## src/sil_pkg.sv

```systemverilog
// Constants and types for the status indicator logic
package sil_pkg;
  localparam int unsigned CLOCK_HZ        = 50000000;
  localparam int unsigned SELFTEST_MS     = 1000;
  localparam int unsigned SELFTEST_CYCLES = CLOCK_HZ / 1000 * SELFTEST_MS;
  localparam int unsigned FLASH_MS        = 500;
  localparam int unsigned FLASH_CYCLES    = CLOCK_HZ / 1000 * FLASH_MS;
  localparam int unsigned CNT_W           = 26;

  typedef enum logic [1:0] {
    LAMP_OFF,
    LAMP_GREEN,
    LAMP_RED
  } sil_colour_type;

  typedef enum logic [2:0] {
    LINK_OFFLINE,
    LINK_ONLINE,
    LINK_CONNECTED,
    LINK_TIMEOUT,
    LINK_ERROR
  } sil_link_type;
endpackage

```

## src/sil_flash_if.sv

```systemverilog
// Flash timing signals shared between the timer and the lamp logic
`timescale 1ns/1ps
`default_nettype none
interface sil_flash_if;
  logic testDone;
  logic flashPhase;
  modport timer (output testDone, output flashPhase);
  modport user  (input testDone, input flashPhase);
endinterface
`default_nettype wire

```

## src/sil_flash_timer.sv

```systemverilog
// Self-test and flash phase timer
`timescale 1ns/1ps
`default_nettype none
module sil_flash_timer #(
  parameter int unsigned SELFTEST_CYCLES = sil_pkg::SELFTEST_CYCLES,
  parameter int unsigned FLASH_CYCLES    = sil_pkg::FLASH_CYCLES
) (
  input  wire logic   clock,
  input  wire logic   resetn,
  sil_flash_if.timer  flash
);
  logic [sil_pkg::CNT_W-1:0] testCnt_reg;
  logic [sil_pkg::CNT_W-1:0] flashCnt_reg;
  logic                      done_reg;
  logic                      phase_reg;

  // ----------------------------------------
  // Self-test window
  // ----------------------------------------
  always_ff @(posedge clock or negedge resetn) begin
    if (!resetn) begin
      testCnt_reg <= '0;
      done_reg    <= 1'b0;
    end else if (!done_reg) begin
      if (testCnt_reg == sil_pkg::CNT_W'(SELFTEST_CYCLES - 1)) begin
        done_reg <= 1'b1;
      end
      testCnt_reg <= testCnt_reg + 1'b1;
    end
  end

  // ----------------------------------------
  // Flash phase, 1 Hz square wave
  // ----------------------------------------
  always_ff @(posedge clock or negedge resetn) begin
    if (!resetn) begin
      flashCnt_reg <= '0;
      phase_reg    <= 1'b0;
    end else if (flashCnt_reg == sil_pkg::CNT_W'(FLASH_CYCLES - 1)) begin
      flashCnt_reg <= '0;
      phase_reg    <= ~phase_reg;
    end else begin
      flashCnt_reg <= flashCnt_reg + 1'b1;
    end
  end

  assign flash.testDone   = done_reg;
  assign flash.flashPhase = phase_reg;
endmodule // sil_flash_timer
`default_nettype wire

```

## src/sil_status_lamps.sv

```systemverilog
// Module-health and network-link lamp driver with host alarms
`timescale 1ns/1ps
`default_nettype none
module sil_status_lamps #(
  parameter int unsigned SELFTEST_CYCLES = sil_pkg::SELFTEST_CYCLES,
  parameter int unsigned FLASH_CYCLES    = sil_pkg::FLASH_CYCLES
) (
  input  wire logic              clock,
  input  wire logic              resetn,
  input  wire logic              hwFault,
  input  wire logic              linkOnline,
  input  wire logic              linkConnected,
  input  wire logic              linkTimeout,
  input  wire logic              linkError,
  input  wire logic              alarmSuppress,
  input  wire logic              alarmClear,
  output logic                   healthGreen,
  output logic                   healthRed,
  output logic                   linkGreen,
  output logic                   linkRed,
  output logic                   optionFaultAlarm,
  output logic                   networkFaultAlarm
);
  sil_flash_if flash ();

  sil_flash_timer #(
    .SELFTEST_CYCLES (SELFTEST_CYCLES),
    .FLASH_CYCLES    (FLASH_CYCLES)
  ) u_timer (
    .clock  (clock),
    .resetn (resetn),
    .flash  (flash)
  );

  sil_pkg::sil_link_type linkState;
  logic                  linkSteadyGreen;

  // ----------------------------------------
  // Link state priority
  // ----------------------------------------
  always_comb begin
    if (linkError) begin
      linkState = sil_pkg::LINK_ERROR;
    end else if (linkTimeout) begin
      linkState = sil_pkg::LINK_TIMEOUT;
    end else if (linkConnected) begin
      linkState = sil_pkg::LINK_CONNECTED;
    end else if (linkOnline) begin
      linkState = sil_pkg::LINK_ONLINE;
    end else begin
      linkState = sil_pkg::LINK_OFFLINE;
    end
  end

  assign linkSteadyGreen = flash.testDone && (linkState == sil_pkg::LINK_CONNECTED);

  // ----------------------------------------
  // Module-health lamp
  // ----------------------------------------
  always_ff @(posedge clock or negedge resetn) begin
    if (!resetn) begin
      healthGreen <= 1'b0;
      healthRed   <= 1'b0;
    end else if (!flash.testDone) begin
      healthGreen <= ~flash.flashPhase;
      healthRed   <= flash.flashPhase;
    end else begin
      healthGreen <= ~hwFault;
      healthRed   <= hwFault;
    end
  end

  // ----------------------------------------
  // Option-fault alarm
  // ----------------------------------------
  always_ff @(posedge clock or negedge resetn) begin
    if (!resetn) begin
      optionFaultAlarm <= 1'b0;
    end else begin
      optionFaultAlarm <= flash.testDone && hwFault;
    end
  end

  // ----------------------------------------
  // Network-link lamp
  // ----------------------------------------
  always_ff @(posedge clock or negedge resetn) begin
    if (!resetn) begin
      linkGreen <= 1'b0;
      linkRed   <= 1'b0;
    end else if (!flash.testDone) begin
      linkGreen <= ~flash.flashPhase;
      linkRed   <= flash.flashPhase;
    end else begin
      unique case (linkState)
        sil_pkg::LINK_OFFLINE: begin
          linkGreen <= 1'b0;
          linkRed   <= 1'b0;
        end
        sil_pkg::LINK_ONLINE: begin
          linkGreen <= flash.flashPhase;
          linkRed   <= 1'b0;
        end
        sil_pkg::LINK_CONNECTED: begin
          linkGreen <= 1'b1;
          linkRed   <= 1'b0;
        end
        sil_pkg::LINK_TIMEOUT: begin
          linkGreen <= 1'b0;
          linkRed   <= flash.flashPhase;
        end
        sil_pkg::LINK_ERROR: begin
          linkGreen <= 1'b0;
          linkRed   <= 1'b1;
        end
      endcase
    end
  end

  // ----------------------------------------
  // Network-fault alarm, latched
  // ----------------------------------------
  // Set beats clear so a fresh fault is never lost
  always_ff @(posedge clock or negedge resetn) begin
    if (!resetn) begin
      networkFaultAlarm <= 1'b0;
    end else if (flash.testDone && !alarmSuppress &&
                 (linkState == sil_pkg::LINK_TIMEOUT || linkState == sil_pkg::LINK_ERROR)) begin
      networkFaultAlarm <= 1'b1;
    end else if (alarmClear && linkSteadyGreen) begin
      networkFaultAlarm <= 1'b0;
    end
  end
endmodule // sil_status_lamps
`default_nettype wire

```

## config.mk

```make
export PLATFORM = sky130hd
export DESIGN_NAME = sil_status_lamps
export DESIGN_NICKNAME = d
export VERILOG_FILES = /design/src/sil_pkg.sv /design/src/sil_flash_if.sv /design/src/sil_flash_timer.sv /design/src/sil_status_lamps.sv
export SDC_FILE = /design/constraint.sdc
export NUM_CORES = 1
export LEC_CHECK = 0
export ABC_CLOCK_PERIOD_IN_PS = 4570
export BUFFER_PORTS_ARGS = -buffer_cell sky130_fd_sc_hd__buf_4
export CAP_MARGIN = 25
export CORE_AREA = 3 3 69 84
export CTS_BUF_LIST = sky130_fd_sc_hd__clkbuf_8
export DETAILED_ROUTE_END_ITERATION = 10
export DIE_AREA = 0 0 72 87
export GPL_TIMING_DRIVEN = 0
export HOLD_SLACK_MARGIN = 0.06
export MAX_ROUTING_LAYER = met4
export PLACE_DENSITY = 0.81
export SYNTH_ARGS = -nofsm -noshare
export SYNTH_HDL_FRONTEND = slang
export SYNTH_SLANG_ARGS = --single-unit
```

## constraint.sdc

```tcl
create_clock -name clock -period 4.57 [get_ports clock]
set_input_delay 0.457 -clock clock [delete_from_list [all_inputs] [get_ports clock]]
set_output_delay 0.457 -clock clock [all_outputs]
set_load 0.02 [all_outputs]
```

Yosys cells after proc, flatten, opt, wreduce, memory -nomap -nowiden
Index checks and enable logic that the tools add are counted.
- $add $sub $neg: 2
- eq/ne operators: 6
- mux-type cells: 15
- bitwise logic cells: 2
- reductions and logical operators: 11
- operator list (cell ; count):
    adder 26 x 1 -> 26 bit, second input constant ; 2
    equality test 26 x 25 -> 1 bit, second input constant ; 1
    equality test 26 bit, second input constant ; 1
    2-to-1 mux 26 bit ; 1
    2-to-1 mux 1 bit ; 9
    equality test 3 x 2 -> 1 bit, second input constant ; 2
    2-to-1 mux 3 bit ; 2
    case mux 1 bit (3 select lines) ; 2
    OR reduction 3 bit ; 2
    logical AND 1 bit ; 5
    equality test 3 x 1 -> 1 bit, second input constant ; 1
    equality test 3 bit, second input constant ; 1
    zero test 3 bit ; 1
    2-to-1 mux 2 bit ; 1
    inverter 1 bit ; 2
    nonzero test 2 bit ; 1
    zero test 1 bit ; 1
    logical OR 1 bit ; 1
- flip-flop bits (word level): 60
- input port bits: 9
- output and inout port bits: 6
- word-level logic and storage cells: 46

Logic depth before layout (Yosys ltp)
- word-level depth: 9
- mapped depth: 7
- gate-level depth less buffers: 5

Modules after synthesis
A second synthesis with hierarchy kept.
- cells, all modules: 258
- area, all modules: 2798.9 um^2
- by module, submodules not included (module ; instances ; cells an instance ; area an instance (um^2) ; seq. area each (um^2)):
    sil_flash_timer ; 1 ; 236 ; 2570.0 ; 1351.3
    sil_status_lamps ; 1 ; 22 ; 229.0 ; 150.1

Worst setup path after synthesis
OpenSTA, ideal clock, no wires.
- path kind: flip-flop to flip-flop
- from: register u_timer.flashCnt_reg[0] (netlist bit)
- to: register u_timer.flashCnt_reg[22] (netlist bit)
- setup time: 0.130 ns
- data arrival time: 1.641 ns
- data required time: 4.440 ns
- slack: 2.800 ns
- stages on the path, launching flop included: 8
- buffers on the path: 2
- period minus slack after synthesis: 1.770 ns
- cell sequence: dfrtp_1 -> ha_1 -> and3_1 -> clkbuf_1 -> nand3_1 -> nor4_4 -> buf_4 -> a21oi_1
- word-level cells in the longest chain between the ends: 2
- elaborated cells on any way between the ends: 3
- those cells by class: add/sub: 1; eq/ne: 1; mux: 1
- ends and longest elaborated chain (element ; RTL line ; RTL):
    start, declared ; sil_flash_timer.sv:13 ; logic [sil_pkg::CNT_W-1:0] flashCnt_reg;
    start signal, assigned ; sil_flash_timer.sv:43 ; flashCnt_reg <= flashCnt_reg + 1'b1;
    adder 26 x 1 -> 26 bit / equality test 26 x 25 -> 1 bit (equally long branches) ; sil_flash_timer.sv:43, sil_flash_timer.sv:39 ;
    2-to-1 mux 26 bit (*) ; sil_flash_timer.sv:39 ; end else if (flashCnt_reg == sil_pkg::CNT_W'(FLASH_CYCLES - 1)) begin
Mark *: on every way between the ends. The rest lies on a longest branch, timed or not.
A chain may end at the register's enable or synchronous reset.

Worst setup path after layout
- from: register u_timer.flashCnt_reg[0] (netlist bit)
- to: register u_timer.flashCnt_reg[24] (netlist bit)
The elaborated chain is that of the path after synthesis.

==> results.py <==
metrics = {
    "yosys": {
        "synth_area_leader_cell": "dfrtp_1",
        "synth_fp_nets": 269,
        "synthArstFlopShare_pct": 100,
        "ys_seq_area_share_pct": 54.4,
        "syn_inst": 258,
        "yosysMostFrequentCell": "dfrtp_1",
        "yosys_warnings": 0,
        "synth_seq_cells": 60,
        "ys.flop_type": "dfrtp_1",
        "yosys-top-cells-area": "dfrtp_1, xor2_1, xnor2_1",
        "synthTopCellsByCount": "dfrtp_1, xor2_1, nand2_1",
        "yosysUniqueCellTypes": 35,
        "syn_area_mm2": 0.00276,
        "synth.avg_cell_area_um2": 10.7,
        "synth_edf_count": 0,
        "netlist.area_leader.share_pct": 54.4,
    },
    "place": {
        "port_buffers": 14,
        "placed_cells": 332,
        "place_area_mm2": 0.00294,
        "routabilityCongestion": 0.756,
        "place_hpwl_mm": 3.39,
    },
    "sta": {
        "grt_setup_unrepaired": "no",
        "hold_viol": 0,
        "setup_viol": 0,
        "post-route-min-period_ns": 2.15,
        "clock_skew_ns": 0.00582,
        "relSlewSlack_pct": 51.8,
        "clock.fmax_ghz": 0.464,
        "final_max_slew_viol_count": 0,
        "worstMarginPinSlew_ns": 0.723,
        "tns_ns": 0,
        "fin_crit_sh_pct": 47.1,
    },
    "floorplanning": {
        "num_rows": 28,
        "die_w_um": 72,
        "io_pins": 15,
        "die-area_mm2": 0.00626,
        "start_util_pct": 55.1,
        "die_h_um": 87,
        "core-area_mm2": 0.00501,
    },
    "worst_setup_path": {
        "cp_cell_sequence": "ha_1, and3_1, clkbuf_1, nand3_1, nor4_4, buf_4, a21oi_1",
        "worstPathRequired_ns": 4.79,
        "critPathKind": "register to register",
        "cp_slowest_cell": "nor4_4",
        "crit_path_max_incr_delay_ns": 0.50,
        "cp-start-kind": "register",
        "end_kind": "register",
        "path_max_fanout": 10,
        "critPathBufInv": 2,
        "arrival_ns": 2.37,
        "cpLargestDelayFamily": "simple AND/OR/NAND/NOR gates",
    },
    "layout": {
        "fillerInstances": 395,
        "multiInputGateArea_mm2": 0.00119,
        "fin_area_mm2": 0.00311,
        "seqCellArea_mm2": 0.00150,
        "fin_cells": 347,
        "areaGrowthSynthToFinish_pct": 12.6,
        "diodes": 0,
        "nNetsFinal": 294,
        "final_layout_size_suffix_gt1_share_pct": 11.8,
    },
    "power_and_ir_drop": {
        "switchingPower_w": 0.000203,
        "power.share.clock_pct": 42.8,
        "switching_share_pct": 21.3,
        "ir_drop_mv": 0.245,
        "intPower_w": 0.000753,
        "seqPwrFrac_pct": 55.6,
        "leakage_nw": 1.50,
        "combinationalPowerShare_pct": 1.6,
        "power_density_mw_per_mm2": 308,
    },
    "global_route": {
        "grt_pass1_wl_mm": 8.87,
        "grt_remaining_overflow": 0,
        "first_global_vias": 2024,
        "antenna_found_initial": 0,
        "grt_max_degree": 61,
        "grt_use_total_pct": 18.9,
    },
    "cts": {
        "htree_levels": 3,
        "ctsHoldBuffers": 0,
        "cts_setup_buffers": 0,
        "cts_sinks": 60,
        "postCtsResizedCells": 0,
        "clk_path_buf_depth": 2,
        "cts_root_buffer": "clkbuf_8",
        "tritoncts": "built",
        "insertion_delay_ns": 0.34,
        "path_clk_slew_ns": 0.06,
        "numCtsBuffers": 9,
    },
    "min_path": {
        "hp-class": "primary input to async pin",
    },
    "drt": {
        "vias": 1941,
        "drt_iter0_markers": 59,
        "wl_per_cell_um": 14.4,
        "antenna_left": 0,
        "dr.pass1.iters": 5,
        "drc": 0,
        "viasPerCell": 5.59,
        "wirelength_mm": 5.01,
    },
    "status": {
        "status": "completed",
    },
    "job": {
        "drv_cap": 0,
    },
}
-- cell usage in the layout, fill, tap and decap left out, types with 2 or more instances in the layout --
| master | synthesis | final |
|---|---|---|
| a21oi_1 | 10 | 10 |
| and2_1 | 3 | 3 |
| and3_1 | 9 | 9 |
| and3b_1 | 2 | 2 |
| and4_1 | 4 | 4 |
| buf_4 | 1 | 15 |
| clkbuf_1 | 5 | 5 |
| clkbuf_8 | 0 | 11 |
| clkinv_2 | 0 | 2 |
| dfrtp_1 | 60 | 60 |
| ha_1 | 2 | 2 |
| inv_1 | 9 | 11 |
| nand2_1 | 20 | 20 |
| nand3_1 | 17 | 17 |
| nand4_1 | 13 | 13 |
| nor2_1 | 15 | 15 |
| nor3_1 | 9 | 9 |
| nor4_1 | 8 | 8 |
| o21ai_0 | 3 | 3 |
| o31ai_1 | 5 | 5 |
| or3_1 | 3 | 3 |
| or4_1 | 4 | 4 |
| xnor2_1 | 19 | 19 |
| xor2_1 | 24 | 24 |
-- kinds of logic (layout without fill, tap and decap cells) --
group,Yosys count,count (layout),share of synthesized area [%]
xor gates and xnor gates,43,43,13.6
AOI/OAI and AO/OA,21,21,4.58
muxes,1,1,0.408
adders and majority gates,2,2,0.906
buffers and inverters,16,45,2.36
DFF,60,60,54.4
and+or+nand+nor,115,115,23.7
-- layout make-up --
type,instances,share of cell area [%]
Buffer,7,1.01
Tap cell,60,2.41
Clock buffer,11,4.87
Timing Repair Buffer,14,3.38
Sequential cell,60,48.3
Multi-Input combinational cell,182,38.4
Inverter,9,1.09
Clock inverter,4,0.563
-- metal layers --
layer	vias to the layer above	global-route usage (%)	wire, um
li1	965	-	-
met1	948	21.7	2260
met2	19	29.9	2510
met3	9	6.58	151
met4	0	8.38	92
met5	-	-	0
-- power groups by stage --
| stage | clock (W) | combinational [W] | sequential [W] |
|---|---|---|---|
| after detailed placement | 0 | 0.0000166 | 0.000541 |
| after floorplan | 0 | 0.000000710 | 0.000541 |
| after CTS | 0.000421 | 0.0000166 | 0.000531 |
| final | 0.000409 | 0.0000157 | 0.000531 |
| after global placement | 0 | 0.0000163 | 0.000541 |
| after global routing | 0.000441 | 0.0000183 | 0.000531 |
-- path summary, 6_finish.rpt --
| path | slack [ns] | from | to | depth (start not counted) |
|---|---|---|---|---|
| worst min-delay path | 0.17 | resetn | u_timer.flashCnt_reg[10]$_DFF_PN0_ | 1 |
| worst max register to register | 2.42 | u_timer.flashCnt_reg[0]$_DFF_PN0_ | u_timer.flashCnt_reg[24]$_DFF_PN0_ | 7 |
| min in group clock | 0.33 | linkError | linkRed$_DFF_PN0_ | 3 |
| max in group asynchronous | 3.91 | resetn | u_timer.testCnt_reg[12]$_DFFE_PN0N_ | 1 |
| worst max-delay path | 2.42 | u_timer.flashCnt_reg[0]$_DFF_PN0_ | u_timer.flashCnt_reg[24]$_DFF_PN0_ | 7 |
| worst min register to register | 0.47 | u_timer.testCnt_reg[25]$_DFFE_PN0N_ | u_timer.testCnt_reg[25]$_DFFE_PN0N_ | 1 |
-- through the flow --
stage                     utilization (%)  setup WS, ns  hold slack (ns)  total power [W]
after global placement               58.7          2.44            0.448         0.000557
after CTS                            62.1          2.40            0.203         0.000968
after detailed placement             58.7          2.40            0.450         0.000558
after floorplan                         -          2.80            0.161         0.000542
after global routing                 62.1          2.22            0.229         0.000990
final                                62.1          2.42            0.172         0.000956
No activity file was read; power rests on OpenSTA's default activity.
